File: config.mk
export PLATFORM = sky130hd
export DESIGN_NAME = acr_config_regs
export DESIGN_NICKNAME = d
export VERILOG_FILES = /design/src/inc/acr_pkg.sv /design/src/inc/acr_oc_if.sv /design/src/acr_config_regs.sv /design/src/acr_oc_mask.sv
export SDC_FILE = /design/constraint.sdc
export NUM_CORES = 1
export LEC_CHECK = 0
export BUFFER_PORTS_ARGS = -buffer_cell sky130_fd_sc_hd__buf_4
export CELL_PAD_IN_SITES_DETAIL_PLACEMENT = 1
export CELL_PAD_IN_SITES_GLOBAL_PLACEMENT = 1
export CORE_MARGIN = 8
export CORE_UTILIZATION = 25
export CTS_CLUSTER_DIAMETER = 30
export DETAILED_ROUTE_END_ITERATION = 8
export PLACE_DENSITY_LB_ADDON = 0.1
export SLEW_MARGIN = 15
export SYNTH_ARGS = -nofsm -noshare
export SYNTH_HDL_FRONTEND = slang
export SYNTH_SLANG_ARGS = --single-unit
File: constraint.sdc
create_clock -name sys_clk -period 3.32 [get_ports sys_clk]
set_input_delay 0.166 -clock sys_clk [delete_from_list [all_inputs] [get_ports sys_clk]]
set_output_delay 0.166 -clock sys_clk [all_outputs]
set_load 0.05 [all_outputs]
File: src/inc/acr_pkg.sv
/*
 * constants of the application configuration register group: offsets,
 * field positions, reset values, route codes and mask timing.
 * assumes a 100 MHz system clock and a byte-wide register port.
 */
// What this block does
// - mask codes suppress events during transition plus 2/10/50us
// - converter A mask bits 2:1, B 4:3
// - bit 0 enables pin-zero reload when input
// - bits 4,1,0 enable input pull-downs
// - bits 3,2 pull-down as input, pull-up output
// - converter B power-good route at bits 7:6
// - converter A power-good route at bits 5:4
// - converter B ready route at bits 3:2
// - converter A ready route at bits 1:0
// - role bit: clear companion, set stand-alone
// - trim bits 2:0 add 180 kHz steps
// - bits 7:4 give upper second base nibble
// - second base only with a pin selected
// - base+0/+1 pages 0-1, +2/+3 pages 2-3
// - upper nibble 0000 falls back to default
// - pin select: none, input 0, 1, 4
package acr_pkg;
    // register offsets, 9-bit register space
    localparam logic [8:0] OFS_OC_CONFIG = 9'h144;
    localparam logic [8:0] OFS_PIN_PULL = 9'h145;
    localparam logic [8:0] OFS_ROUTING = 9'h146;
    localparam logic [8:0] OFS_ROLE_TRIM = 9'h147;
    localparam logic [8:0] OFS_SECOND_ADDR = 9'h148;
    // reset values, none documented so all clear
    localparam logic [7:0] RST_OC_CONFIG = 8'h00;
    localparam logic [7:0] RST_PIN_PULL = 8'h00;
    localparam logic [7:0] RST_ROUTING = 8'h00;
    localparam logic [7:0] RST_ROLE_TRIM = 8'h00;
    localparam logic [7:0] RST_SECOND_ADDR = 8'h00;
    // over-current configuration fields
    localparam int BIT_RELOAD_EN = 0;
    localparam int POS_MASK_A = 1;
    localparam int POS_MASK_B = 3;
    // pull fields
    localparam int BIT_PULL_IN0 = 0;
    localparam int BIT_PULL_IN1 = 1;
    localparam int BIT_PULL_BIDIR2 = 2;
    localparam int BIT_PULL_BIDIR3 = 3;
    localparam int BIT_PULL_IN4 = 4;
    // routing fields
    localparam int POS_READY_A = 0;
    localparam int POS_READY_B = 2;
    localparam int POS_PG_A = 4;
    localparam int POS_PG_B = 6;
    // role and trim fields
    localparam int POS_TRIM = 0;
    localparam int BIT_STAND_ALONE = 7;
    localparam logic [10:0] TRIM_STEP_KHZ = 11'h0B4;
    // second address fields
    localparam int POS_ALT_SEL = 0;
    localparam int POS_BASE_UPPER = 4;
    // writable bits per register, the rest read zero
    localparam logic [7:0] WMASK_OC_CONFIG = 8'h1F;
    localparam logic [7:0] WMASK_PIN_PULL = 8'h1F;
    localparam logic [7:0] WMASK_ROUTING = 8'hFF;
    localparam logic [7:0] WMASK_ROLE_TRIM = 8'h87;
    localparam logic [7:0] WMASK_SECOND_ADDR = 8'hF3;
    // route codes, 11 reserved and drives nothing
    localparam logic [1:0] ROUTE_NONE = 2'h0;
    localparam logic [1:0] ROUTE_OUT_TWO = 2'h1;
    localparam logic [1:0] ROUTE_OUT_THREE = 2'h2;
    // alternative address pin codes
    localparam logic [1:0] ALT_PIN_NONE = 2'h0;
    localparam logic [1:0] ALT_PIN_IN0 = 2'h1;
    localparam logic [1:0] ALT_PIN_IN1 = 2'h2;
    localparam logic [1:0] ALT_PIN_IN4 = 2'h3;
    // mask codes
    localparam logic [1:0] MASK_OFF = 2'h0;
    localparam logic [1:0] MASK_EXTRA_2 = 2'h1;
    localparam logic [1:0] MASK_EXTRA_10 = 2'h2;
    localparam logic [1:0] MASK_EXTRA_50 = 2'h3;
    // timing
    localparam int CLK_PERIOD_NS = 10;
    localparam int US_NS = 1000;
    localparam int TICK_CYCLES = (US_NS + CLK_PERIOD_NS - 1) / CLK_PERIOD_NS;
    localparam logic [5:0] EXTRA_US_2 = 6'h02;
    localparam logic [5:0] EXTRA_US_10 = 6'h0A;
    localparam logic [5:0] EXTRA_US_50 = 6'h32;
endpackage

File: src/inc/acr_oc_if.sv
/*
 * signals between the register group and one over-current mask unit.
 * assumes one instance per converter, all on sys_clk.
 */
`timescale 1ns/1ns
interface acr_oc_if;
    logic [1:0] maskMode; // extra masking code
    logic dvcActive; // dynamic_voltage_transition in progress
    logic ocHit; // raw over-current hit
    logic usTick; // one-cycle pulse each microsecond
    logic ocEvent; // event passed on, registered
    logic masked; // mask window open
    modport ctrl (output maskMode, dvcActive, ocHit, usTick, input ocEvent, masked);
    modport mask (input maskMode, dvcActive, ocHit, usTick, output ocEvent, masked);
endinterface // acr_oc_if

File: src/acr_config_regs.sv
/*
 * application configuration register group: over-current masking,
 * reload pin, pin pulls, indicator routing, role, oscillator trim and
 * second two-wire base address.
 * assumes the interface logic delivers decoded byte accesses on the
 * register port and that all pin inputs are synchronous to sys_clk.
 */
`timescale 1ns/1ns
module acr_config_regs #(
    parameter logic [7:0] PRIMARY_BASE = 8'hD0, // primary base, plain default
    parameter logic [7:0] HW_DEFAULT_BASE = 8'hD0 // fallback base, plain default
) (
    input wire logic sys_clk,
    input wire logic rst_b,
    // register port
    input wire logic [8:0] regAddr,
    input wire logic [7:0] regWrData,
    input wire logic regWrEn,
    input wire logic regRdEn,
    output logic [7:0] regRdData,
    output logic regRdHit,
    // converter events
    input wire logic dvcActiveA,
    input wire logic dvcActiveB,
    input wire logic ocHitA,
    input wire logic ocHitB,
    output logic ocEventA,
    output logic ocEventB,
    // reload
    input wire logic generalPinZeroIn,
    input wire logic generalPinZeroIsInput,
    output logic nvmReloadReq,
    // general inputs
    input wire logic generalInputZero,
    input wire logic generalInputOne,
    input wire logic generalInputFour,
    input wire logic bidirTwoIsOutput,
    input wire logic bidirThreeIsOutput,
    output logic [4:0] pulldownEnable,
    output logic [3:2] pullupEnable,
    // indicator routing
    input wire logic powerGoodA,
    input wire logic powerGoodB,
    input wire logic readyA,
    input wire logic readyB,
    output logic generalOutputTwo,
    output logic generalOutputThree,
    output logic generalOutputTwoRouted,
    output logic generalOutputThreeRouted,
    // role and trim
    output logic standAloneMode,
    output logic [2:0] oscillatorTrim,
    output logic [10:0] trimOffsetKhz,
    // address
    input wire logic nvmLoadDone,
    input wire logic [7:0] probeAddr,
    output logic [7:0] activeBaseAddr,
    output logic probeHit,
    output logic probeRead,
    output logic probeUpperPages
);
    ////////////////////////////////////////////////////////////////////
    // register storage and write decode
    logic [7:0] ocConfig_q; // over-current config
    logic [7:0] pinPullConfig_q; // pin_pull_config
    logic [7:0] indicatorRoutingConfig_q; // indicator_routing_config
    logic [7:0] roleAndOscillatorTrim_q; // role_and_oscillator_trim
    logic [7:0] secondAddressConfig_q; // second_address_config
    logic selOc, selPull, selRoute, selRole, selAddr, selAny;
    logic [7:0] rdMux; // read selection

    assign selOc = regAddr == acr_pkg::OFS_OC_CONFIG;
    assign selPull = regAddr == acr_pkg::OFS_PIN_PULL;
    assign selRoute = regAddr == acr_pkg::OFS_ROUTING;
    assign selRole = regAddr == acr_pkg::OFS_ROLE_TRIM;
    assign selAddr = regAddr == acr_pkg::OFS_SECOND_ADDR;
    assign selAny = selOc || selPull || selRoute || selRole || selAddr;

    // byte writes, bits outside the write mask stay zero
    always_ff @(posedge sys_clk) begin
        if (!rst_b) begin
            ocConfig_q <= acr_pkg::RST_OC_CONFIG;
            pinPullConfig_q <= acr_pkg::RST_PIN_PULL;
            indicatorRoutingConfig_q <= acr_pkg::RST_ROUTING;
            roleAndOscillatorTrim_q <= acr_pkg::RST_ROLE_TRIM;
            secondAddressConfig_q <= acr_pkg::RST_SECOND_ADDR;
        end else if (regWrEn) begin
            if (selOc) ocConfig_q <= regWrData & acr_pkg::WMASK_OC_CONFIG;
            if (selPull) pinPullConfig_q <= regWrData & acr_pkg::WMASK_PIN_PULL;
            if (selRoute) indicatorRoutingConfig_q <= regWrData & acr_pkg::WMASK_ROUTING;
            if (selRole) roleAndOscillatorTrim_q <= regWrData & acr_pkg::WMASK_ROLE_TRIM;
            if (selAddr) secondAddressConfig_q <= regWrData & acr_pkg::WMASK_SECOND_ADDR;
        end
    end

    // read data one cycle after the strobe, unmapped reads give zero
    assign rdMux = selOc ? ocConfig_q :
                   selPull ? pinPullConfig_q :
                   selRoute ? indicatorRoutingConfig_q :
                   selRole ? roleAndOscillatorTrim_q :
                   selAddr ? secondAddressConfig_q : 8'h00;

    always_ff @(posedge sys_clk) begin
        if (!rst_b) begin
            regRdData <= 8'h00;
            regRdHit <= 1'b0;
        end else if (regRdEn) begin
            regRdData <= rdMux;
            regRdHit <= selAny;
        end
    end

    ////////////////////////////////////////////////////////////////////
    // over-current masking, one unit per converter
    logic [1:0] maskCode [2]; // per-converter mask code
    logic dvcIn [2];
    logic hitIn [2];
    logic evOut [2];
    logic [6:0] tickCnt_q; // microsecond divider
    logic usTick;

    assign maskCode[0] = ocConfig_q[acr_pkg::POS_MASK_A +: 2];
    assign maskCode[1] = ocConfig_q[acr_pkg::POS_MASK_B +: 2];
    assign dvcIn[0] = dvcActiveA;
    assign dvcIn[1] = dvcActiveB;
    assign hitIn[0] = ocHitA;
    assign hitIn[1] = ocHitB;
    assign usTick = tickCnt_q == 7'(acr_pkg::TICK_CYCLES - 1);
    assign ocEventA = evOut[0];
    assign ocEventB = evOut[1];

    // free-running divider, tick once per microsecond
    always_ff @(posedge sys_clk) begin
        if (!rst_b) begin
            tickCnt_q <= 7'h00;
        end else begin
            tickCnt_q <= usTick ? 7'h00 : tickCnt_q + 7'h01;
        end
    end

    acr_oc_if ocLink [2] ();
    for (genvar c = 0; c < 2; c++) begin : g_conv
        assign ocLink[c].maskMode = maskCode[c];
        assign ocLink[c].dvcActive = dvcIn[c];
        assign ocLink[c].ocHit = hitIn[c];
        assign ocLink[c].usTick = usTick;
        assign evOut[c] = ocLink[c].ocEvent;
        acr_oc_mask u_mask (
            .sys_clk(sys_clk),
            .rst_b(rst_b),
            .oc(ocLink[c])
        );
    end

    ////////////////////////////////////////////////////////////////////
    // reload from non-volatile memory on a rising edge of pin zero
    logic pinZero_q; // previous pin level
    logic reloadEn;
    assign reloadEn = ocConfig_q[acr_pkg::BIT_RELOAD_EN];

    // edge detect keeps a held-high pin from reloading over and over
    always_ff @(posedge sys_clk) begin
        if (!rst_b) begin
            pinZero_q <= 1'b0;
            nvmReloadReq <= 1'b0;
        end else begin
            pinZero_q <= generalPinZeroIn;
            nvmReloadReq <= reloadEn && generalPinZeroIsInput &&
                            generalPinZeroIn && !pinZero_q;
        end
    end

    ////////////////////////////////////////////////////////////////////
    // pulls: bidirectional pins pull down as inputs, pull up as outputs
    logic [4:0] pullBits;
    assign pullBits = pinPullConfig_q[4:0];

    always_ff @(posedge sys_clk) begin
        if (!rst_b) begin
            pulldownEnable <= 5'h00;
            pullupEnable <= 2'h0;
        end else begin
            pulldownEnable[acr_pkg::BIT_PULL_IN0] <= pullBits[acr_pkg::BIT_PULL_IN0];
            pulldownEnable[acr_pkg::BIT_PULL_IN1] <= pullBits[acr_pkg::BIT_PULL_IN1];
            pulldownEnable[acr_pkg::BIT_PULL_IN4] <= pullBits[acr_pkg::BIT_PULL_IN4];
            pulldownEnable[acr_pkg::BIT_PULL_BIDIR2] <=
                pullBits[acr_pkg::BIT_PULL_BIDIR2] && !bidirTwoIsOutput;
            pulldownEnable[acr_pkg::BIT_PULL_BIDIR3] <=
                pullBits[acr_pkg::BIT_PULL_BIDIR3] && !bidirThreeIsOutput;
            pullupEnable[2] <= pullBits[acr_pkg::BIT_PULL_BIDIR2] && bidirTwoIsOutput;
            pullupEnable[3] <= pullBits[acr_pkg::BIT_PULL_BIDIR3] && bidirThreeIsOutput;
        end
    end

    ////////////////////////////////////////////////////////////////////
    // indicator routing, several sources on one output are or-ed
    logic [1:0] pgRouteB, pgRouteA, rdyRouteB, rdyRouteA;
    logic twoSrc, threeSrc, twoUsed, threeUsed;

    assign pgRouteB = indicatorRoutingConfig_q[acr_pkg::POS_PG_B +: 2];
    assign pgRouteA = indicatorRoutingConfig_q[acr_pkg::POS_PG_A +: 2];
    assign rdyRouteB = indicatorRoutingConfig_q[acr_pkg::POS_READY_B +: 2];
    assign rdyRouteA = indicatorRoutingConfig_q[acr_pkg::POS_READY_A +: 2];
    assign twoSrc = (pgRouteB == acr_pkg::ROUTE_OUT_TWO && powerGoodB) ||
                    (pgRouteA == acr_pkg::ROUTE_OUT_TWO && powerGoodA) ||
                    (rdyRouteB == acr_pkg::ROUTE_OUT_TWO && readyB) ||
                    (rdyRouteA == acr_pkg::ROUTE_OUT_TWO && readyA);
    assign threeSrc = (pgRouteB == acr_pkg::ROUTE_OUT_THREE && powerGoodB) ||
                      (pgRouteA == acr_pkg::ROUTE_OUT_THREE && powerGoodA) ||
                      (rdyRouteB == acr_pkg::ROUTE_OUT_THREE && readyB) ||
                      (rdyRouteA == acr_pkg::ROUTE_OUT_THREE && readyA);
    assign twoUsed = pgRouteB == acr_pkg::ROUTE_OUT_TWO || pgRouteA == acr_pkg::ROUTE_OUT_TWO ||
                     rdyRouteB == acr_pkg::ROUTE_OUT_TWO || rdyRouteA == acr_pkg::ROUTE_OUT_TWO;
    assign threeUsed = pgRouteB == acr_pkg::ROUTE_OUT_THREE ||
                       pgRouteA == acr_pkg::ROUTE_OUT_THREE ||
                       rdyRouteB == acr_pkg::ROUTE_OUT_THREE ||
                       rdyRouteA == acr_pkg::ROUTE_OUT_THREE;

    // registered so the pins never glitch while a route is rewritten
    always_ff @(posedge sys_clk) begin
        if (!rst_b) begin
            generalOutputTwo <= 1'b0;
            generalOutputThree <= 1'b0;
            generalOutputTwoRouted <= 1'b0;
            generalOutputThreeRouted <= 1'b0;
        end else begin
            generalOutputTwo <= twoSrc;
            generalOutputThree <= threeSrc;
            generalOutputTwoRouted <= twoUsed;
            generalOutputThreeRouted <= threeUsed;
        end
    end

    ////////////////////////////////////////////////////////////////////
    // role and oscillator trim straight from the register
    assign standAloneMode = roleAndOscillatorTrim_q[acr_pkg::BIT_STAND_ALONE];
    assign oscillatorTrim = roleAndOscillatorTrim_q[acr_pkg::POS_TRIM +: 3];

    // offset in kHz for whoever programs the analog trim
    always_ff @(posedge sys_clk) begin
        if (!rst_b) begin
            trimOffsetKhz <= 11'h000;
        end else begin
            trimOffsetKhz <= 11'({8'h00, oscillatorTrim} * acr_pkg::TRIM_STEP_KHZ);
        end
    end

    ////////////////////////////////////////////////////////////////////
    // base address selection
    logic [1:0] altSel;
    logic [3:0] baseUpper;
    logic selPinLevel;
    logic started_q; // first cycle after reset done
    logic altPin_q; // pin level caught at start-up
    logic [7:0] secondBase;
    logic [7:0] baseNext;

    assign altSel = secondAddressConfig_q[acr_pkg::POS_ALT_SEL +: 2];
    assign baseUpper = secondAddressConfig_q[acr_pkg::POS_BASE_UPPER +: 4];
    assign selPinLevel = (altSel == acr_pkg::ALT_PIN_IN0) ? generalInputZero :
                         (altSel == acr_pkg::ALT_PIN_IN1) ? generalInputOne :
                         (altSel == acr_pkg::ALT_PIN_IN4) ? generalInputFour :
                         1'b0;
    assign secondBase = (baseUpper == 4'h0) ? HW_DEFAULT_BASE : {baseUpper, 4'h0};
    assign baseNext = (altSel != acr_pkg::ALT_PIN_NONE && altPin_q) ?
                      secondBase : PRIMARY_BASE;

    // pin is caught once after reset and again after each settings load,
    // so a live toggle on the pin cannot move the address mid-transfer
    always_ff @(posedge sys_clk) begin
        if (!rst_b) begin
            started_q <= 1'b0;
            altPin_q <= 1'b0;
        end else begin
            started_q <= 1'b1;
            if (!started_q || nvmLoadDone) altPin_q <= selPinLevel;
        end
    end

    always_ff @(posedge sys_clk) begin
        if (!rst_b) begin
            activeBaseAddr <= PRIMARY_BASE;
        end else begin
            activeBaseAddr <= baseNext;
        end
    end

    // four consecutive bus addresses: write/read, low pages then high
    assign probeHit = probeAddr[7:2] == activeBaseAddr[7:2];
    assign probeRead = probeHit && probeAddr[0];
    assign probeUpperPages = probeHit && probeAddr[1];
endmodule // acr_config_regs

File: src/acr_oc_mask.sv
/*
 * over-current event mask for one converter: suppresses hits during a
 * voltage transition and for a coded extra time afterwards.
 * assumes a microsecond tick pulse and synchronous inputs.
 */
`timescale 1ns/1ns
module acr_oc_mask (
    input wire logic sys_clk,
    input wire logic rst_b,
    acr_oc_if.mask oc
);
    logic [5:0] extraUs; // extra window for the current code
    logic [5:0] holdCnt_q; // ticks left after transition end
    logic [5:0] holdCnt_d;
    logic maskOn; // window open
    logic ocEvent_q;
    ////////////////////////////////////////////////////////////////////
    // one tick extra, since tick phase is unknown the window is never short
    assign extraUs = (oc.maskMode == acr_pkg::MASK_EXTRA_2) ? acr_pkg::EXTRA_US_2 + 6'h01 :
                     (oc.maskMode == acr_pkg::MASK_EXTRA_10) ? acr_pkg::EXTRA_US_10 + 6'h01 :
                     acr_pkg::EXTRA_US_50 + 6'h01;
    assign holdCnt_d = oc.dvcActive ? extraUs :
                       (oc.usTick && holdCnt_q != 6'h00) ? holdCnt_q - 6'h01 : holdCnt_q;
    assign maskOn = (oc.maskMode != acr_pkg::MASK_OFF) &&
                    (oc.dvcActive || holdCnt_q != 6'h00);
    assign oc.masked = maskOn;
    assign oc.ocEvent = ocEvent_q;

    // hold counter reloads all through the transition
    always_ff @(posedge sys_clk) begin
        if (!rst_b) begin
            holdCnt_q <= 6'h00;
        end else begin
            holdCnt_q <= holdCnt_d;
        end
    end

    // events pass one cycle later unless masked
    always_ff @(posedge sys_clk) begin
        if (!rst_b) begin
            ocEvent_q <= 1'b0;
        end else begin
            ocEvent_q <= oc.ocHit && !maskOn;
        end
    end

    ////////////////////////////////////////////////////////////////////
    localparam int WAIT_LO = 1;
    localparam int WAIT_HI = 1000;
endmodule // acr_oc_mask
==> results.yml <==
power:
  powerDensity_nw_per_um2: 460.7
  power_frac_comb_pct: 7.9
  swShare_pct: 23.35
  p_leak_nw: 2.168
  clkPwrFrac_pct: 46.2
  p_int_mw: 1.768
  p_sw_uw: 538.5
  p_seq_share_pct: 45.9
  vdd_drop_max_mv: 0.2140
timing:
  timing.fmax_mhz: 473.4
  rsz0062_at_grt: "false"
  slew_headroom_pct: 45.98
  tightestPinTransition_ns: 0.8094
  fin_crit_sh_pct: 63.63
  finalSetupViolCount: 0
  fin_ws_ns: 1.208
  tns_ns: 0
  drv_slew: 0
  hold_viol: 0
  fin_crit_ns: 2.112
  clock-skew-final_ns: 0.01167
layout:
  area_growth_pct: 29.15
  multi_input_area_sq_um: 1971
  stdcell_area_sq_um: 5006
  fin_nets: 574
  final_common_cell: "buf_4"
  final_core_util_pct: 32.93
  drive_gt1_share_pct: 21.12
  antenna-diode-count: 0
  seqCellArea_sq_um: 1722
  layout_common_cells: "88 x buf_4, 86 x dfxtp_1, 48 x nor2_1, 30 x nand2_1, 26 x o21ai_0"
  fin_cells: 704
  nFillCells: 1782
routing:
  vias: 3370
  wl_met2_mm: 5.452
  dr_wl_met3_um: 640
  drt_iter0_drc: 193
  drc: 0
  wl_mm: 11.99
  firstDrtPassIters: 4
  via_per_inst: 4.787
  m1WireLength_mm: 5.693
  wl_per_cell_um: 17.02
  highest_layer: "met4"
  ant_nets: 0
clock_tree:
  cts_root_buf: "clkbuf_16"
  clk_pin_slew_ns: 0.06
  cts_setup_buffers: 0
  clkLatencyLatePin_ns: 0.35
  cts_resized: 0
  cts_tree: "done"
  clock-sinks: 86
  cts_buffers: 9
  cts_hold_buf: 2
  htreeDepth: 3
  clockBufferDepth: 2
place:
  port_buffers: 87
  hpwl_mm: 9.077
  gp_congestion: 0.7553
  dp_slack_ns: 1.190
  placed_cells_incl_taps: 687
  placed_cell_area_sq_um: 4682
worst_setup_path:
  cp.required_ns: 3.51
  worstSetupPathType: "reg -> reg"
  arrival_ns: 2.30
  worst-r2r-setup-slack_ns: 1.21
  critPathMaxFanout: 6
  cp-end-kind: "register"
  rr_startpoint: "roleAndOscillatorTrim_q[1]$_SDFFE_PN0P_"
  reg2reg_to: "trimOffsetKhz[9]$_SDFF_PN0_"
  reg2reg_depth: 7
  crit_path_start_kind: "register"
logic_synthesis:
  ys_ff_latch: 86
  yosys_warnings: 0
  synthArstFlopShare_pct: 0
  synth.top_cell.area_share_pct: 44.42
  synth_cell_types: 56
  synth.largest_area_cell: "dfxtp_1"
  avgSynthCellArea_sq_um: 9.078
  synth_edf_count: 0
  synth_ff_type: "dfxtp_1"
  synthCells: 427
  syn_area_sq_um: 3876
  synth.area.top_cells: "dfxtp_1 44%, mux2i_1 5.7%, ha_1 5.2%, nor2_1 4.6%, o21ai_0 3.4%"
  ys_seq_area_share_pct: 44.42
grt:
  grt_pass1_wl_mm: 19.78
  grt_util_all_layers_pct: 12.55
  grt_max_degree: 42
  grt_pass1_vias: 3625
  grt_overflow: 0
  antenna_found_initial: 0
flow_run:
  cap_violations: 0
floorplan:
  die-area_sq_um: 19750
  die_w_um: 140.5
  die_h_um: 140.5
  start_util_pct: 25.50
  ios: 94
  core_sq_um: 15200
  rows: 45
worst_hold_path:
  hold_depth: 2
  min-delay-start: "dvcActiveA"
  min_to: "g_conv[0].u_mask.holdCnt_q[2]$_SDFFE_PN0P_"
  hp-class: "in -> reg"
status:
  status: "completed"
==> worst max path at each step <==
stage                                                 start                          end
finish              roleAndOscillatorTrim_q[1]$_SDFFE_PN0P_  trimOffsetKhz[9]$_SDFF_PN0_
global route        roleAndOscillatorTrim_q[1]$_SDFFE_PN0P_  trimOffsetKhz[9]$_SDFF_PN0_
CTS                 roleAndOscillatorTrim_q[1]$_SDFFE_PN0P_  trimOffsetKhz[9]$_SDFF_PN0_
detailed placement  roleAndOscillatorTrim_q[1]$_SDFFE_PN0P_  trimOffsetKhz[9]$_SDFF_PN0_
global placement    roleAndOscillatorTrim_q[1]$_SDFFE_PN0P_  trimOffsetKhz[9]$_SDFF_PN0_
floorplan           roleAndOscillatorTrim_q[1]$_SDFFE_PN0P_  trimOffsetKhz[9]$_SDFF_PN0_
==> flip-flops by register name, summed over array words and instances (netlist names), 2 cells and up <==
| name | cells |
|---|---|
| activeBaseAddr | 4 |
| g_conv.u_mask.holdCnt_q | 12 |
| g_conv.u_mask.oc.ocEvent | 2 |
| indicatorRoutingConfig_q | 8 |
| ocConfig_q | 5 |
| pinPullConfig_q | 5 |
| pulldownEnable | 5 |
| pullupEnable | 2 |
| regRdData | 8 |
| roleAndOscillatorTrim_q | 4 |
| secondAddressConfig_q | 6 |
| tickCnt_q | 7 |
| trimOffsetKhz | 9 |
==> worst max-delay path: stages (launching register included) <==
cell,delay [ns]
dfxtp_1,0.47
ha_1,0.29
ha_1,0.21
fa_1,0.42
a21o_1,0.18
a21oi_1,0.16
xor2_1,0.17
nor2_1,0.06
==> power by group through the flow <==
stage          Sequential, mW  Clock, mW  Combinational, mW
6_report                 1.06       1.07              0.182
5_1_grt                  1.06       1.15              0.201
4_1_cts                  1.06       1.11              0.184
3_5_place_dp             1.08          0              0.182
3_3_place_gp             1.08          0              0.179
2_1_floorplan            1.09          0             0.0961
==> cells in the mapped netlist, types with 9 or more instances <==
cell       n
a21oi_1   18
and2_1     9
clkbuf_1  13
dfxtp_1   86
ha_1      16
inv_1     25
mux2i_1   22
nand2_1   30
nand3_1   14
nor2_1    48
nor2b_1   13
o21ai_0   26
==> cell families after synthesis <==
| family | synth area share (%) |
|---|---|
| buf+inv | 5.229 |
| compound gates | 14.49 |
| mux | 6.553 |
| other cells | 0.09674 |
| xor+xnor | 2.260 |
| flops | 44.42 |
| fa+ha+maj | 5.681 |
| simple gates | 21.27 |
==> area by class of cell <==
type,instances,share of cell area [%]
Sequential cell,86,34.39
Timing Repair Buffer,90,13.60
Multi-Input combinational cell,300,39.37
Clock inverter,5,1.500
Tap cell,188,4.699
Inverter,25,1.875
Clock buffer,10,4.574
==> through the flow <==
stage	hold WS, ns	total power, mW
finish	0.03088	2.306
global route	0.02098	2.407
CTS	0.01242	2.348
detailed placement	0.3362	1.263
global placement	0.3326	1.260
floorplan	0.1937	1.185
==> per-layer routing <==
layer | up-vias | global-route usage (%)
li1 | 1670 | -
met5 | - | 0
met2 | 69 | 19.94
met3 | 12 | 3.466
met4 | 0 | 5.260
met1 | 1619 | 15.70
No activity file was read; power rests on OpenSTA's default activity.
